$ cat config.mk
export PLATFORM = sky130hd
export DESIGN_NAME = psm_top
export DESIGN_NICKNAME = d
export VERILOG_FILES = /design/src/psm_pkg.sv /design/src/psm_top.sv
export SDC_FILE = /design/constraint.sdc
export NUM_CORES = 1
export LEC_CHECK = 0
export BUFFER_PORTS_ARGS = -buffer_cell sky130_fd_sc_hd__buf_2
export CORE_UTILIZATION = 45
export DETAILED_ROUTE_END_ITERATION = 12
export GPL_ROUTABILITY_DRIVEN = 0
export GPL_TIMING_DRIVEN = 0
export PLACE_DENSITY = 0.74
export RECOVER_POWER = 25
export SLEW_MARGIN = 20
export SYNTH_ARGS = -nofsm -noshare
export SYNTH_HDL_FRONTEND = slang
export SYNTH_SLANG_ARGS = --single-unit
$ cat constraint.sdc
create_clock -name sys_clk_i -period 3 [get_ports sys_clk_i]
set_clock_uncertainty 0.2 [all_clocks]
set_input_delay 0.15 -clock sys_clk_i [delete_from_list [all_inputs] [get_ports sys_clk_i]]
set_output_delay 0.15 -clock sys_clk_i [all_outputs]
set_load 0.02 [all_outputs]
$ cat src/psm_pkg.sv
// Constants, register map and bus carriers for the port strap pin multiplexer.
// Assumes a single 200 MHz clock and an AXI4-Lite master with 32-bit data.
package psm_pkg;
  localparam int GPIO_COUNT       = 19;
  localparam int PORT_COUNT       = 3;
  localparam int ADDR_W           = 8;
  // Pin layout of the shared hot-plug pins: port p owns pins 4p .. 4p+2
  localparam int PORT_PIN_STRIDE  = 4;
  localparam int HP_PIN_COUNT     = 3;
  localparam int ROLE_PRESENCE    = 0;
  localparam int ROLE_POWER_EN    = 1;
  localparam int ROLE_POWER_OK    = 2;
  // Control group widths and their first pin
  localparam int GRPA_W           = 8;
  localparam int GRPB_W           = 8;
  localparam int GRPC_W           = 3;
  localparam int GRPB_LSB         = 8;
  localparam int GRPC_LSB         = 16;
  // Register byte offsets
  localparam logic [ADDR_W-1:0] OFS_GRPA_CTRL   = 8'h00;
  localparam logic [ADDR_W-1:0] OFS_GRPB_CTRL   = 8'h04;
  localparam logic [ADDR_W-1:0] OFS_GRPC_CTRL   = 8'h08;
  localparam logic [ADDR_W-1:0] OFS_GPIO_DATA   = 8'h0c;
  localparam logic [ADDR_W-1:0] OFS_GPIO_IN     = 8'h10;
  localparam logic [ADDR_W-1:0] OFS_STRAP_STAT  = 8'h14;
  localparam logic [ADDR_W-1:0] OFS_CLKREQ_CTRL = 8'h18;
  // Status fields
  localparam int STAT_CLK_SHORT_BIT = 8;
  localparam int STAT_PWR_SHORT_BIT = 9;
  // Reset values
  localparam logic [GPIO_COUNT-1:0] RST_GPIO_DIR  = 19'h0;
  localparam logic [GPIO_COUNT-1:0] RST_GPIO_DATA = 19'h0;
  localparam logic                  RST_CLKREQ_EN = 1'b0;
  // Bus answers
  localparam logic [1:0] RESP_OKAY   = 2'h0;
  localparam logic [1:0] RESP_SLVERR = 2'h2;
  // Link reset hold times seen at the pin
  localparam int unsigned CLK_PERIOD_PS = 5000;
  localparam int unsigned CLK_HOLD_US   = 100;
  localparam int unsigned PWR_HOLD_MS   = 100;
  localparam int unsigned CLK_HOLD_CYC  = (CLK_HOLD_US * 1000000 + CLK_PERIOD_PS - 1) / CLK_PERIOD_PS;
  localparam int unsigned PWR_HOLD_CYC  =
    int'((longint'(PWR_HOLD_MS) * 64'd1000000000 + CLK_PERIOD_PS - 1) / CLK_PERIOD_PS);
  localparam int HOLD_CNT_W = 25;

  typedef struct packed {
    logic [ADDR_W-1:0] awaddr;
    logic              awvalid;
    logic [31:0]       wdata;
    logic [3:0]        wstrb;
    logic              wvalid;
    logic              bready;
    logic [ADDR_W-1:0] araddr;
    logic              arvalid;
    logic              rready;
  } psm_axil_req_type;

  typedef struct packed {
    logic        awready;
    logic        wready;
    logic [1:0]  bresp;
    logic        bvalid;
    logic        arready;
    logic [31:0] rdata;
    logic [1:0]  rresp;
    logic        rvalid;
  } psm_axil_rsp_type;
endpackage

$ cat src/psm_top.sv
// Pin function selection for the three downstream hot-plug ports and the GPIO banks.
// Assumes pins and straps are synchronous to sys_clk_i; the pad ring resolves oe_n into the wire.
module psm_top
  import psm_pkg::*;
#(
  parameter int unsigned CLK_HOLD_CYCLES = psm_pkg::CLK_HOLD_CYC,
  parameter int unsigned PWR_HOLD_CYCLES = psm_pkg::PWR_HOLD_CYC
) (
  input  wire logic                               sys_clk_i,                  // 200 MHz clock
  input  wire logic                               srst_i,                     // Sync reset, active high
  input  wire logic                               global_reset_n_i,           // Global power-on reset pin
  input  wire logic                               link_reset_n_i,             // Link reset pin
  input  wire psm_pkg::psm_axil_req_type          axil_req_i,                 // AXI4-Lite master side
  output psm_pkg::psm_axil_rsp_type               axil_rsp_o,                 // AXI4-Lite slave answers
  input  wire logic                               port1_hotplug_strap_i,      // Port 1 strap pin
  input  wire logic                               port2_hotplug_strap_i,      // Port 2 strap pin
  input  wire logic                               port3_hotplug_strap_i,      // Port 3 strap pin
  input  wire logic [psm_pkg::GPIO_COUNT-1:0]     gpio_pin_i,                 // Pad levels
  output logic      [psm_pkg::GPIO_COUNT-1:0]     gpio_pin_o,                 // Pad drive levels
  output logic      [psm_pkg::GPIO_COUNT-1:0]     gpio_pin_oe_n_o,            // Pad enables, low drives
  input  wire logic [psm_pkg::PORT_COUNT-1:0]     slot_power_enable_i,        // From hot-plug control
  output logic      [psm_pkg::PORT_COUNT-1:0]     slot_presence_o,            // To hot-plug control
  output logic      [psm_pkg::PORT_COUNT-1:0]     slot_power_ok_o,            // To hot-plug control
  input  wire logic                               link_in_l1_i,               // Link sits in L1
  input  wire logic                               clock_needed_i,             // Link wants to leave L1
  output logic                                    upstream_clock_request_n_o  // Clock request, active low
);
  import psm_pkg::*;

  // Reset and strap capture
  logic                   dev_rst;
  logic                   in_reset_q;
  logic                   strap_capture;
  logic [PORT_COUNT-1:0]  straps_in;
  logic [PORT_COUNT-1:0]  strap;

  // Link reset hold monitor
  logic                   link_rst_prev;
  logic [HOLD_CNT_W-1:0]  hold_cnt;
  logic                   clk_short;
  logic                   pwr_short;

  // Register file
  logic [GPIO_COUNT-1:0]  gpio_dir;
  logic [GPIO_COUNT-1:0]  gpio_data;
  logic [GPIO_COUNT-1:0]  gpio_in_q;
  logic                   clkreq_en;

  // Pin multiplexer
  logic [GPIO_COUNT-1:0]  hp_claim;
  logic [GPIO_COUNT-1:0]  hp_drive;
  logic [GPIO_COUNT-1:0]  hp_level;
  logic [GPIO_COUNT-1:0]  next_pin_out;
  logic [GPIO_COUNT-1:0]  next_pin_oe_n;
  logic [PORT_COUNT-1:0]  next_presence;
  logic [PORT_COUNT-1:0]  next_power_ok;
  logic                   next_clkreq_n;

  // Bus decode
  logic                   aw_go;
  logic                   ar_go;
  logic                   wr_en;
  logic                   wr_a;
  logic                   wr_b;
  logic                   wr_c;
  logic                   wr_data;
  logic                   wr_clkreq;
  logic                   wr_hit;
  logic                   rd_hit;
  logic [31:0]            rd_word;
  logic [31:0]            stat_word;
  logic [31:0]            wr_a_val;
  logic [31:0]            wr_b_val;
  logic [31:0]            wr_c_val;
  logic [31:0]            wr_data_val;
  logic [31:0]            wr_clkreq_val;

  function automatic logic [31:0] merge_strb(input logic [31:0] old_v, input logic [31:0] new_v,
                                             input logic [3:0] strb);
    logic [31:0] res;
    res = old_v;
    for (int b = 0; b < 4; b++) begin
      if (strb[b]) begin
        res[8*b +: 8] = new_v[8*b +: 8];
      end
    end
    return res;
  endfunction

  // Either reset pin resets pins, registers and straps and starts a new strap capture; only the global pin clears the hold monitor
  assign dev_rst       = srst_i | ~global_reset_n_i | ~link_reset_n_i;
  assign straps_in     = {port3_hotplug_strap_i, port2_hotplug_strap_i, port1_hotplug_strap_i};
  assign strap_capture = in_reset_q & ~dev_rst;

  always_ff @(posedge sys_clk_i) begin
    in_reset_q <= dev_rst;
  end

  // Straps caught on the first clock after release and frozen until the next reset
  always_ff @(posedge sys_clk_i) begin
    if (dev_rst) begin
      strap <= '0;
    end else if (strap_capture) begin
      strap <= straps_in;
    end
  end

  // Hold monitor survives link reset so software can see a short pulse afterwards
  always_ff @(posedge sys_clk_i) begin
    if (srst_i || !global_reset_n_i) begin
      // Idle level of the pin, so leaving a global reset is no false release
      link_rst_prev <= 1'b1;
      hold_cnt      <= '0;
      clk_short     <= 1'b0;
      pwr_short     <= 1'b0;
    end else begin
      link_rst_prev <= link_reset_n_i;
      if (!link_reset_n_i) begin
        if (hold_cnt != '1) begin
          hold_cnt <= hold_cnt + 1'b1;
        end
      end else if (!link_rst_prev) begin
        clk_short <= 32'(hold_cnt) < CLK_HOLD_CYCLES;
        pwr_short <= 32'(hold_cnt) < PWR_HOLD_CYCLES;
        hold_cnt  <= '0;
      end
    end
  end

  // Per-pin function selection
  for (genvar i = 0; i < GPIO_COUNT; i++) begin : g_pin
    localparam int PORT = i / PORT_PIN_STRIDE;
    localparam int ROLE = i % PORT_PIN_STRIDE;
    if (PORT < PORT_COUNT && ROLE < HP_PIN_COUNT) begin : g_shared
      assign hp_claim[i] = strap[PORT];
      assign hp_drive[i] = (ROLE == ROLE_POWER_EN);
      assign hp_level[i] = (ROLE == ROLE_POWER_EN) ? slot_power_enable_i[PORT] : 1'b0;
    end else begin : g_plain
      assign hp_claim[i] = 1'b0;
      assign hp_drive[i] = 1'b0;
      assign hp_level[i] = 1'b0;
    end
    // Claimed pins ignore direction and data registers entirely
    assign next_pin_oe_n[i] = hp_claim[i] ? ~hp_drive[i] : ~gpio_dir[i];
    assign next_pin_out[i]  = hp_claim[i] ? hp_level[i] : gpio_data[i];
  end

  for (genvar p = 0; p < PORT_COUNT; p++) begin : g_port
    assign next_presence[p] = strap[p] & gpio_pin_i[p*PORT_PIN_STRIDE + ROLE_PRESENCE];
    assign next_power_ok[p] = strap[p] & gpio_pin_i[p*PORT_PIN_STRIDE + ROLE_POWER_OK];
  end

  assign next_clkreq_n = ~(clkreq_en & link_in_l1_i & clock_needed_i);

  always_ff @(posedge sys_clk_i) begin
    if (dev_rst) begin
      gpio_pin_o                 <= '0;
      gpio_pin_oe_n_o            <= '1;
      slot_presence_o            <= '0;
      slot_power_ok_o            <= '0;
      upstream_clock_request_n_o <= 1'b1;
      gpio_in_q                  <= '0;
    end else begin
      gpio_pin_o                 <= next_pin_out;
      gpio_pin_oe_n_o            <= next_pin_oe_n;
      slot_presence_o            <= next_presence;
      slot_power_ok_o            <= next_power_ok;
      upstream_clock_request_n_o <= next_clkreq_n;
      gpio_in_q                  <= gpio_pin_i;
    end
  end

  // AXI4-Lite slave: address and data are taken together once both are offered
  assign aw_go     = axil_req_i.awvalid & axil_req_i.wvalid & ~axil_rsp_o.awready & ~axil_rsp_o.bvalid;
  assign ar_go     = axil_req_i.arvalid & ~axil_rsp_o.arready & ~axil_rsp_o.rvalid;
  assign wr_en     = axil_rsp_o.awready;
  assign wr_a      = wr_en && axil_req_i.awaddr == OFS_GRPA_CTRL;
  assign wr_b      = wr_en && axil_req_i.awaddr == OFS_GRPB_CTRL;
  assign wr_c      = wr_en && axil_req_i.awaddr == OFS_GRPC_CTRL;
  assign wr_data   = wr_en && axil_req_i.awaddr == OFS_GPIO_DATA;
  assign wr_clkreq = wr_en && axil_req_i.awaddr == OFS_CLKREQ_CTRL;
  // Read-only registers accept writes silently
  assign wr_hit    = wr_a || wr_b || wr_c || wr_data || wr_clkreq ||
                     axil_req_i.awaddr == OFS_GPIO_IN || axil_req_i.awaddr == OFS_STRAP_STAT;

  assign wr_a_val      = merge_strb(32'(gpio_dir[GRPA_W-1:0]), axil_req_i.wdata, axil_req_i.wstrb);
  assign wr_b_val      = merge_strb(32'(gpio_dir[GRPB_LSB +: GRPB_W]), axil_req_i.wdata, axil_req_i.wstrb);
  assign wr_c_val      = merge_strb(32'(gpio_dir[GRPC_LSB +: GRPC_W]), axil_req_i.wdata, axil_req_i.wstrb);
  assign wr_data_val   = merge_strb(32'(gpio_data), axil_req_i.wdata, axil_req_i.wstrb);
  assign wr_clkreq_val = merge_strb(32'(clkreq_en), axil_req_i.wdata, axil_req_i.wstrb);

  assign stat_word = 32'(strap) | (32'(clk_short) << STAT_CLK_SHORT_BIT) | (32'(pwr_short) << STAT_PWR_SHORT_BIT);

  assign rd_word = (axil_req_i.araddr == OFS_GRPA_CTRL)   ? 32'(gpio_dir[GRPA_W-1:0]) :
                   (axil_req_i.araddr == OFS_GRPB_CTRL)   ? 32'(gpio_dir[GRPB_LSB +: GRPB_W]) :
                   (axil_req_i.araddr == OFS_GRPC_CTRL)   ? 32'(gpio_dir[GRPC_LSB +: GRPC_W]) :
                   (axil_req_i.araddr == OFS_GPIO_DATA)   ? 32'(gpio_data) :
                   (axil_req_i.araddr == OFS_GPIO_IN)     ? 32'(gpio_in_q) :
                   (axil_req_i.araddr == OFS_STRAP_STAT)  ? stat_word :
                   (axil_req_i.araddr == OFS_CLKREQ_CTRL) ? 32'(clkreq_en) : 32'h0;
  assign rd_hit  = axil_req_i.araddr == OFS_GRPA_CTRL || axil_req_i.araddr == OFS_GRPB_CTRL ||
                   axil_req_i.araddr == OFS_GRPC_CTRL || axil_req_i.araddr == OFS_GPIO_DATA ||
                   axil_req_i.araddr == OFS_GPIO_IN || axil_req_i.araddr == OFS_STRAP_STAT ||
                   axil_req_i.araddr == OFS_CLKREQ_CTRL;

  always_ff @(posedge sys_clk_i) begin
    if (dev_rst) begin
      gpio_dir  <= RST_GPIO_DIR;
      gpio_data <= RST_GPIO_DATA;
      clkreq_en <= RST_CLKREQ_EN;
    end else begin
      if (wr_a) begin
        gpio_dir[GRPA_W-1:0] <= wr_a_val[GRPA_W-1:0];
      end
      if (wr_b) begin
        gpio_dir[GRPB_LSB +: GRPB_W] <= wr_b_val[GRPB_W-1:0];
      end
      if (wr_c) begin
        gpio_dir[GRPC_LSB +: GRPC_W] <= wr_c_val[GRPC_W-1:0];
      end
      if (wr_data) begin
        gpio_data <= wr_data_val[GPIO_COUNT-1:0];
      end
      if (wr_clkreq) begin
        clkreq_en <= wr_clkreq_val[0];
      end
    end
  end

  always_ff @(posedge sys_clk_i) begin
    if (dev_rst) begin
      axil_rsp_o <= '0;
    end else begin
      axil_rsp_o.awready <= aw_go;
      axil_rsp_o.wready  <= aw_go;
      axil_rsp_o.arready <= ar_go;
      if (wr_en) begin
        axil_rsp_o.bvalid <= 1'b1;
        axil_rsp_o.bresp  <= wr_hit ? RESP_OKAY : RESP_SLVERR;
      end else if (axil_req_i.bready) begin
        axil_rsp_o.bvalid <= 1'b0;
      end
      if (axil_rsp_o.arready) begin
        axil_rsp_o.rvalid <= 1'b1;
        axil_rsp_o.rdata  <= rd_word;
        axil_rsp_o.rresp  <= rd_hit ? RESP_OKAY : RESP_SLVERR;
      end else if (axil_req_i.rready) begin
        axil_rsp_o.rvalid <= 1'b0;
      end
    end
  end
endmodule

==> results of run 1 <==
==> flip-flops by register name, indices dropped and copies added, names as in the netlist <==
signal	cells
gpio_in_q	19
in_reset_q	1
slot_power_ok_o	3
link_rst_prev	1
gpio_dir	19
hold_cnt	25
gpio_data	19
upstream_clock_request_n_o	1
gpio_pin_o	19
pwr_short	1
clk_short	1
clkreq_en	1
axil_rsp_o	25
strap	3
gpio_pin_oe_n_o	19
slot_presence_o	3
==> what timing repair did <==
action | in CTS | in global routing
setup buffers | 0 | 0
hold buffers | 58 | 0
endpoints found under the hold margin | 86 | 0
endpoints found under the setup margin | 0 | 1
resized for setup | 0 | 2
==> cells by family (layout without fill, tap and decap cells) <==
group                      Yosys count  count (layout)
muxes                               52              52
AOI/OAI and AO/OA                  124             124
adders and majority gates            1               1
and+or+nand+nor                    271             271
DFF                                160             160
other                                1              15
xor gates and xnor gates             2               2
buffers and inverters               66             296
==> synth_stat cells, types with 4 or more instances <==
cell and n:
sky130_fd_sc_hd__and2_1 15, sky130_fd_sc_hd__or4_1 5, sky130_fd_sc_hd__nand2b_1 9, sky130_fd_sc_hd__and3_1 35, sky130_fd_sc_hd__nor2_1 67, sky130_fd_sc_hd__buf_4 17, sky130_fd_sc_hd__clkbuf_1 34, sky130_fd_sc_hd__a21oi_1 32
sky130_fd_sc_hd__a2bb2oi_1 4, sky130_fd_sc_hd__nor3_1 4, sky130_fd_sc_hd__a31oi_1 6, sky130_fd_sc_hd__o21ai_0 38, sky130_fd_sc_hd__a22oi_1 4, sky130_fd_sc_hd__dfxtp_1 160, sky130_fd_sc_hd__nor2b_1 5, sky130_fd_sc_hd__or3_1 7
sky130_fd_sc_hd__a22o_1 5, sky130_fd_sc_hd__buf_1 4, sky130_fd_sc_hd__nand3_1 24, sky130_fd_sc_hd__nand2_1 59, sky130_fd_sc_hd__nand4_1 18, sky130_fd_sc_hd__mux2i_1 50, sky130_fd_sc_hd__nor4_1 7, sky130_fd_sc_hd__inv_1 8
sky130_fd_sc_hd__o221ai_1 5
==> cell type report <==
| type | count | area, um^2 | share of cell area |
|---|---|---|---|
| plain buffers | 58 | 293 | 0.0352 |
| clock buffers | 21 | 460 | 0.0553 |
| clock inverters | 10 | 113 | 0.0135 |
| inverters | 8 | 30.0 | 0.00361 |
| multi-input cells | 465 | 2790 | 0.335 |
| flip-flops and latches | 160 | 3200 | 0.385 |
| well taps | 176 | 220 | 0.0265 |
| repair buffers | 199 | 1210 | 0.146 |
==> how the worst min path moves through the flow <==
stage / to / from / cells past startpoint
2_1_floorplan: upstream_clock_request_n_o$_SDFF_PP1_ / link_in_l1_i / 1
4_1_cts: hold_cnt[6]$_SDFFE_PP0P_ / global_reset_n_i / 4
5_1_grt: hold_cnt[3]$_SDFFE_PP0P_ / global_reset_n_i / 4
3_5_place_dp: upstream_clock_request_n_o$_SDFF_PP1_ / link_in_l1_i / 2
3_3_place_gp: upstream_clock_request_n_o$_SDFF_PP1_ / link_in_l1_i / 2
6_report: hold_cnt[3]$_SDFFE_PP0P_ / global_reset_n_i / 4
==> cells in the final DEF (no fill, tap or decap), types with 17 or more instances in the layout <==
cell,netlist,routed
sky130_fd_sc_hd__and3_1,35,35
sky130_fd_sc_hd__nand3_1,24,24
sky130_fd_sc_hd__clkbuf_16,0,17
sky130_fd_sc_hd__buf_2,1,85
sky130_fd_sc_hd__dfxtp_1,160,160
sky130_fd_sc_hd__o21ai_0,38,38
sky130_fd_sc_hd__nand4_1,18,18
sky130_fd_sc_hd__nand2_1,59,59
sky130_fd_sc_hd__nor2_1,67,67
sky130_fd_sc_hd__clkbuf_1,34,92
sky130_fd_sc_hd__dlygate4sd3_1,0,58
sky130_fd_sc_hd__buf_4,17,17
sky130_fd_sc_hd__a21oi_1,32,32
sky130_fd_sc_hd__mux2i_1,50,50
==> report_power, final <==
group	internal [mW]	switching [mW]
clock	1.26	0.843
combinational	0.126	0.152
sequential	2.14	0.00921
total	3.52	1.00
==> critical path: stages <==
cell and delay (ns):
sky130_fd_sc_hd__dlygate4sd3_1 0.54, sky130_fd_sc_hd__buf_2 0.13, sky130_fd_sc_hd__nor2b_1 0.29, sky130_fd_sc_hd__and2_1 0.18
sky130_fd_sc_hd__clkbuf_1 0.47, sky130_fd_sc_hd__clkbuf_1 0.48, sky130_fd_sc_hd__nand4_1 0.14, sky130_fd_sc_hd__dlygate4sd3_1 0.58
==> metal layers <==
| layer | wire length, um | track usage | up-vias | part of all wire |
|---|---|---|---|---|
| li1 | - | - | 2842 | - |
| met1 | 7730 | 0.331 | 2749 | 0.42 |
| met2 | 8830 | 0.446 | 291 | 0.48 |
| met3 | 1510 | 0.0627 | 21 | 0.082 |
| met4 | 232 | 0.0750 | 0 | 0.013 |
| met5 | 0 | 0 | - | 0 |
==> metrics by stage <==
step / cells / worst slack (ns) / cell area, um^2 / util
after floorplan: 691 / 0.784 / 6310 / -
after global placement: 1008 / 0.393 / 7240 / 0.540
after detailed placement: 1008 / 0.335 / 7240 / 0.540
after CTS: 1097 / 0.0606 / 8390 / 0.626
after global routing: 1097 / 0.0762 / 8320 / 0.621
final: 1097 / 0.144 / 8320 / 0.621
==> flow_summary.ini, run 1 <==
[status]
outcome = completed

[sta]
setup-violations-final = 0
finalMaxSlewViolations = 0
post-route-min-period_ns = 2.86
whs_ns = 0.0616
fin_crit_sh = 0.952
number_of_hold_violations_in_the_final_report = 0
worst_slew_pin_slew_ns = 1.06
max_freq_mhz = 350
max_slew_headroom_at_the_worst_pin = 0.285
rsz0062_at_grt = no
totalNegativeSetupSlack_ns = 0

[clocking]
clkSlewWorstSetupHoldPaths_ns = 0.06
clock_sink_count = 160
cts_root_buffer = sky130_fd_sc_hd__clkbuf_16
numCtsBuffers = 17
clock_tree_from_tritoncts = done
h-tree-depth = 4
clock_path_buffers = 2
clkLatencyLatePin_ns = 0.42

[power_and_ir_drop]
powerDensity_mw_per_mm2 = 544
ir_drop_v = 0.000343
power.leakage_nw = 3.45
post-layout-total-power_mw = 4.53

[setup_path]
timing.critical_path.arrival_ns = 2.96
required_time_worst_endpoint_ns = 3.10
capture_point_of_the_worst_path = upstream_clock_request_n_o$_SDFF_PP1_
critical_path_source = srst_i
crit_path_end_kind = register
crit-reg2reg-launch = axil_rsp_o[39]$_SDFF_PP0_
crit_path_start_kind = input pin
worst-path-max-fanout = 10
r2r_slack_ns = 0.29
critical_register_to_register_path_endpoint = gpio_data[2]$_SDFFE_PP0P_
criticalPathCategory = in -> reg
worstRegToRegCells = 5

[synthesis]
synth_top_family_by_area = simple AND/OR/NAND/NOR gates
multiplexer_fraction_of_the_synthesized_cell_area = 0.0836
synth.ff_latch_count = 160
synthTopCellsByArea = sky130_fd_sc_hd__dfxtp_1 51%, sky130_fd_sc_hd__mux2i_1 8.0%, sky130_fd_sc_hd__nor2_1 4.0%
synth_top_area_frac = 0.512
synthDistinctLibCells = 59
synthesized_area_per_cell_um2 = 9.24
synth_ff_type = sky130_fd_sc_hd__dfxtp_1
area_share_of_and_or_nand_nor_cells_after_synthesis = 0.222
post_synth_fa_ha_maj_area_fraction = 0.00200
cell_area_synth_mm2 = 0.00626
synth_sequential_area_ratio = 0.512
synth_xor_area_frac = 0.00280
synth-edff-count = 0
yosys.area.top_type = sky130_fd_sc_hd__dfxtp_1
synth_compound_gate_area_share = 0.126
yosys_warnings = 0
post_synth_inst_count = 677
async_flop_share = 0

[placed_design]
port_buffers = 141
dp.final_hpwl_mm = 12.5

[global_route]
grt_usage = 0.263
grt_pass1_wl_mm = 29.1
pin_count_of_the_biggest_net_entering_global_routing = 17
grt.overflow.total = 0
grt_antenna_before_repair = 0
via_count_of_the_first_global_routing_pass = 5636

[detailed_routing]
drc = 0
wl_mm = 18.3
via_density_per_instance = 5.38
drtAntennaViolNets = 0
drtIter0Drc = 627
route.detailed.wl_per_inst_um = 16.7
first_pass_iters = 5
via_count = 5903

[floorplan]
rows = 42
dieWidth_um = 120
dieHeight_um = 120
die_area_mm2 = 0.0144
initial_utilization = 0.467
core_mm2 = 0.0134
floorplan.io_pins = 174

[finish]
final_layout_size_suffix_gt1_frac = 0.157
flow.area_growth_from_synthesis_pct = 33.0
fillCellCount = 1162
finish.net_count = 998
number_of_antenna_cells_inserted = 0

[hold_path]
hp-class = in -> reg

[run]
cap_viol_max_count = 0
Power figures use the tool's default switching activity.
==> run 2: changes to the inputs <==
BUFFER_PORTS_ARGS = unset   (was -buffer_cell sky130_fd_sc_hd__buf_2)
DONT_BUFFER_PORTS = 1   (was unset)
PLACE_DENSITY = 0.64   (was 0.74)
==> flow_summary.ini, run 2 (synthesis results as in run 1) <==
[sta]
rsz0062_at_grt = no
finalMaxSlewViolations = 0
setup-violations-final = 0
number_of_hold_violations_in_the_final_report = 0
worst_slew_pin_slew_ns = 0.972
max_freq_mhz = 355
final_critical_path_setup_slack_ns = 0.181
totalNegativeSetupSlack_ns = 0
max_slew_headroom_at_the_worst_pin = 0.347
fin_crit_sh = 0.940
post-route-min-period_ns = 2.82

[global_route]
grt_usage = 0.265
gr-usage-met1 = 0.327
grtUsageMet3 = 0.0760
grt.overflow.total = 0
grt_pass1_wl_mm = 28.9
pin_count_of_the_biggest_net_entering_global_routing = 17
via_count_of_the_first_global_routing_pass = 5407
grt_busiest_layer = met2
grt_antenna_before_repair = 0
grt_use_met2 = 0.429

[finish]
reg.largest.list = axil_rsp_o: 25 flops, hold_cnt: 25 flops
most_common_cell_after_layout_fill_and_taps_aside = sky130_fd_sc_hd__dfxtp_1
fillCellCount = 1171
finish.net_count = 871
flow.area_growth_from_synthesis_pct = 25.5
postLayoutCellArea_mm2 = 0.00785
number_of_antenna_cells_inserted = 0
layout.cells.most_common_list = 160 x sky130_fd_sc_hd__dfxtp_1, 70 x sky130_fd_sc_hd__dlygate4sd3_1, 67 x sky130_fd_sc_hd__nor2_1
final_layout_size_suffix_gt1_frac = 0.0843

[floorplan]
dieHeight_um = 120
initial_utilization = 0.467
die_area_mm2 = 0.0144
dieWidth_um = 120
core_mm2 = 0.0134
rows = 42
floorplan.io_pins = 174

[setup_path]
crit_path_end_kind = register
criticalPathCategory = reg -> reg
critical_register_to_register_path_endpoint = gpio_data[16]$_SDFFE_PP0P_
worst-path-max-fanout = 6
crit_path_start_kind = register
path_cells = or4b_1 > nor4_4 > nand4_1 > mux2i_1 > dlygate4sd3_1 > nor2_1
path_buf_inv = 1
critPathTopFamily = simple AND/OR/NAND/NOR gates
r2r_slack_ns = 0.18
critical_path.slowest_cell = sky130_fd_sc_hd__dlygate4sd3_1
crit-reg2reg-launch = axil_rsp_o[39]$_SDFF_PP0_
cp_slowest_stage_delay_ns = 0.57
required_time_worst_endpoint_ns = 3.10
worstRegToRegCells = 6
timing.critical_path.arrival_ns = 2.92

[clocking]
cts_root_buffer = sky130_fd_sc_hd__clkbuf_16
clock_path_buffers = 2
clock_tree_from_tritoncts = done
numCtsBuffers = 17
clock_sink_count = 160
h-tree-depth = 4
clkLatencyLatePin_ns = 0.43
clkSlewWorstSetupHoldPaths_ns = 0.06

[hold_path]
hp-class = in -> reg
holdPathStages = 5
holdCritStartpoint = axil_req_i[2]
worstHoldEndpoint = axil_rsp_o[11]$_SDFFE_PP0P_

[run]
cap_viol_max_count = 0

[placed_design]
port_buffers = 0
placement_setup_slack_ns = 0.322
placedInstanceArea_mm2 = 0.00653
dp.final_hpwl_mm = 12.6

[detailed_routing]
drtIter0Drc = 516
drc = 0
wl_mm = 18.5
route.detailed.wl_per_inst_um = 19.0
via_count = 5546
via_density_per_instance = 5.71
drtAntennaViolNets = 0
first_pass_iters = 6

[power_and_ir_drop]
ir_drop_v = 0.000451
powerDensity_mw_per_mm2 = 578
power.leakage_nw = 3.09
post-layout-total-power_mw = 4.54

[status]
outcome = completed
## run 2: layout make-up
type | instances | area (um^2) | area share
clock inverters | 13 | 139 | 0.0177
plain buffers | 58 | 293 | 0.0373
well taps | 176 | 220 | 0.0280
flip-flops and latches | 160 | 3200 | 0.408
multi-input cells | 465 | 2800 | 0.357
repair buffers | 72 | 716 | 0.0911
clock buffers | 19 | 453 | 0.0577
inverters | 8 | 30.0 | 0.00382
## run 2: worst max-delay path by stage
stage                                   start                          end  slack, ns  cells after the start
finish              axil_rsp_o[39]$_SDFF_PP0_   gpio_data[16]$_SDFFE_PP0P_       0.18                      6
detailed placement  axil_rsp_o[39]$_SDFF_PP0_    gpio_data[1]$_SDFFE_PP0P_       0.32                      5
floorplan                       axil_req_i[8]  axil_rsp_o[10]$_SDFFE_PP0P_       0.78                      7
global route        axil_rsp_o[39]$_SDFF_PP0_   gpio_data[16]$_SDFFE_PP0P_       0.01                      6
CTS                                    srst_i  axil_rsp_o[38]$_SDFFE_PP0P_       0.11                      8
global placement    axil_rsp_o[39]$_SDFF_PP0_    gpio_data[4]$_SDFFE_PP0P_       0.40                      5
## run 2: through the flow
stage | hold WS [ns] | utilization | std cells
3_5_place_dp | 0.0593 | 0.487 | 867
5_1_grt | 0.0683 | 0.586 | 971
6_report | 0.0522 | 0.586 | 971
4_1_cts | 0.0348 | 0.584 | 969
3_3_place_gp | 0.0378 | 0.487 | 867
2_1_floorplan | 0.0372 | - | 691
## run 2: power by group
group / total (mW) / switching, mW / leakage (nW) / internal [mW]
Combinational: 0.239 / 0.140 / 1.51 / 0.0995
Clock: 2.15 / 0.887 / 0.289 / 1.27
Sequential: 2.15 / 0.0127 / 1.29 / 2.14
## run 2: per-layer routing
layer  wire (um)  vias to the layer above
met1        7550                     2630
met5           0                        -
met2        8780                      278
li1            -                     2589
met4         543                        0
met3        1590                       49
## run 2: repair_timing
action | 4_1_cts | 5_1_grt
buffers inserted | 0 | 2
resized for setup | 0 | 3
endpoints found under the setup margin | 0 | 9
hold buffers | 70 | 0
hold endpoints to repair | 96 | 0
## run 2: tightest hold or removal path, stage by stage
cell	delay, ns
sky130_fd_sc_hd__or4_1	0.09
sky130_fd_sc_hd__clkbuf_2	0.16
sky130_fd_sc_hd__nor3_1	0.09
sky130_fd_sc_hd__nand3_1	0.08
sky130_fd_sc_hd__a21oi_1	0.06
==> run 3: changes to the inputs <==
CELL_PAD_IN_SITES_DETAIL_PLACEMENT = 1   (was unset)
CELL_PAD_IN_SITES_GLOBAL_PLACEMENT = 1   (was unset)
CORE_UTILIZATION = 35   (was 45)
PLACE_DENSITY = 0.66   (was 0.64)
==> flow_summary.ini, run 3 (synthesis results as in run 1) <==
[status]
outcome = finished, violations left
violations = setup timing

[finish]
reg.largest.list = axil_rsp_o: 25 flops, hold_cnt: 25 flops
finish.net_count = 869
flow.area_growth_from_synthesis_pct = 26.4
final_layout_size_suffix_gt1_frac = 0.0845
layout.cells.most_common_list = 159 x sky130_fd_sc_hd__dfxtp_1, 68 x sky130_fd_sc_hd__dlygate4sd3_1, 67 x sky130_fd_sc_hd__nor2_1
most_common_cell_after_layout_fill_and_taps_aside = sky130_fd_sc_hd__dfxtp_1
layout.core_utilization = 0.456
finish.cell_count_without_fillers = 1019

[clocking]
clkSlewWorstSetupHoldPaths_ns = 0.07
h-tree-depth = 4
cts_root_buffer = sky130_fd_sc_hd__clkbuf_16
clock_sink_count = 160
clock_tree_from_tritoncts = done
clkLatencyLatePin_ns = 0.43
clock_path_buffers = 2
numCtsBuffers = 17

[detailed_routing]
drtAntennaViolNets = 0
drtIter0Drc = 328
via_density_per_instance = 5.44
first_pass_iters = 5
wl_mm = 21.1
route.detailed.wl_per_inst_um = 20.7
via_count = 5541
drc = 0

[hold_path]
hp-class = in -> reg
holdCritStartpoint = global_reset_n_i
worstHoldEndpoint = hold_cnt[7]$_SDFFE_PP0P_
holdPathStages = 3

[floorplan]
rows = 48
initial_utilization = 0.361
die_area_mm2 = 0.0184
floorplan.io_pins = 174
core_mm2 = 0.0174
dieHeight_um = 136
dieWidth_um = 136

[sta]
whs_ns = 0.0260
totalNegativeSetupSlack_ns = -0.0129
post-route-min-period_ns = 3.01
worst_slew_pin_slew_ns = 1.09
max_slew_headroom_at_the_worst_pin = 0.265
final_critical_path_setup_slack_ns = -0.0129
max_freq_mhz = 332
finalMaxSlewViolations = 0
fin_crit_sh = 1.00
setup-violations-final = 1
number_of_hold_violations_in_the_final_report = 0

[run]
cap_viol_max_count = 0

[setup_path]
required_time_worst_endpoint_ns = 3.10
critical_register_to_register_path_endpoint = clkreq_en$_SDFFE_PP0P_
worstRegToRegCells = 7
timing.critical_path.arrival_ns = 3.11
worst-path-max-fanout = 6
criticalPathCategory = reg -> reg
crit_path_end_kind = register
crit_path_start_kind = register
crit-reg2reg-launch = axil_rsp_o[39]$_SDFF_PP0_
r2r_slack_ns = -0.01

[power_and_ir_drop]
post-layout-total-power_mw = 4.62
ir_drop_v = 0.000388
power.leakage_nw = 3.09
power.switching_mw = 1.10
clkPwrFrac = 0.482
power.combinational.fraction = 0.053
fraction_of_power_consumed_by_sequential_logic = 0.465
swShare = 0.238
p_int_mw = 3.52
powerDensity_mw_per_mm2 = 585

[global_route]
via_count_of_the_first_global_routing_pass = 5679
grt_antenna_before_repair = 1
grt.overflow.total = 0
grt_pass1_wl_mm = 32.2
pin_count_of_the_biggest_net_entering_global_routing = 17
grt_usage = 0.235

[placed_design]
dp.final_hpwl_mm = 14.5
port_buffers = 0
place.detailed.instances = 916
-- run 3: changes by cell type in the layout (fill, tap and decap cells not counted), sizes merged --
cell,before,now
inv,8,12
diode,0,1
clkinv,9,5
dlygate4sd3,70,68
-- run 3: power by group through the flow --
stage | logic (mW) | clock network, mW | registers, mW
detailed placement | 0.167 | 0 | 2.20
floorplan | 0.117 | 0 | 2.19
finish | 0.244 | 2.23 | 2.15
global route | 0.261 | 2.34 | 2.15
global placement | 0.164 | 0 | 2.20
CTS | 0.239 | 2.25 | 2.15
-- run 3: layout make-up --
type	count	area, um^2
fillers	2002	9450
flip-flops and latches	160	3200
multi-input cells	465	2800
repair buffers	70	696
clock buffers	19	453
plain buffers	58	292
well taps	225	282
clock inverters	13	150
inverters	8	30.0
diodes	1	2.50
-- run 3: routing by layer --
metal | wire length [um] | track usage | part of all wire | vias to the layer above
met5 | 0 | 0 | 0 | -
met3 | 1320 | 0.0655 | 0.062 | 35
met1 | 8890 | 0.282 | 0.42 | 2741
met2 | 10400 | 0.392 | 0.49 | 181
li1 | - | - | - | 2584
met4 | 490 | 0.0961 | 0.023 | 0
-- run 3: worst max-delay path by stage --
stage	slack, ns	to	start	depth (start not counted)
2_1_floorplan	0.78	axil_rsp_o[10]$_SDFFE_PP0P_	axil_req_i[8]	7
3_3_place_gp	0.30	gpio_data[6]$_SDFFE_PP0P_	axil_rsp_o[39]$_SDFF_PP0_	5
3_5_place_dp	0.21	gpio_data[6]$_SDFFE_PP0P_	axil_rsp_o[39]$_SDFF_PP0_	5
4_1_cts	0.16	gpio_data[10]$_SDFFE_PP0P_	axil_rsp_o[39]$_SDFF_PP0_	6
5_1_grt	-0.09	clkreq_en$_SDFFE_PP0P_	axil_rsp_o[39]$_SDFF_PP0_	7
6_report	-0.01	clkreq_en$_SDFFE_PP0P_	axil_rsp_o[39]$_SDFF_PP0_	7
-- run 3: critical path: stages (launching register included) --
cell and delay (ns):
sky130_fd_sc_hd__dfxtp_2 0.38, sky130_fd_sc_hd__or4b_4 0.50, sky130_fd_sc_hd__nor3_1 0.20, sky130_fd_sc_hd__dlygate4sd3_1 0.65
sky130_fd_sc_hd__nand3_1 0.12, sky130_fd_sc_hd__dlygate4sd3_1 0.60, sky130_fd_sc_hd__mux2i_1 0.17, sky130_fd_sc_hd__nor2_1 0.06
-- run 3: metrics by stage --
stage               instance area (um^2)  setup WS (ns)
finish                              7910        -0.0129
global route                        7910        -0.0939
CTS                                 7880          0.157
detailed placement                  6590          0.206
global placement                    6590          0.299
floorplan                           6310          0.784
-- run 3: timing repair --
| item | CTS | global route |
|---|---|---|
| resized for setup | 0 | 3 |
| setup endpoints to repair | 0 | 15 |
| hold buffers | 68 | 0 |
| hold endpoints to repair | 94 | 0 |
| buffers inserted | 0 | 2 |
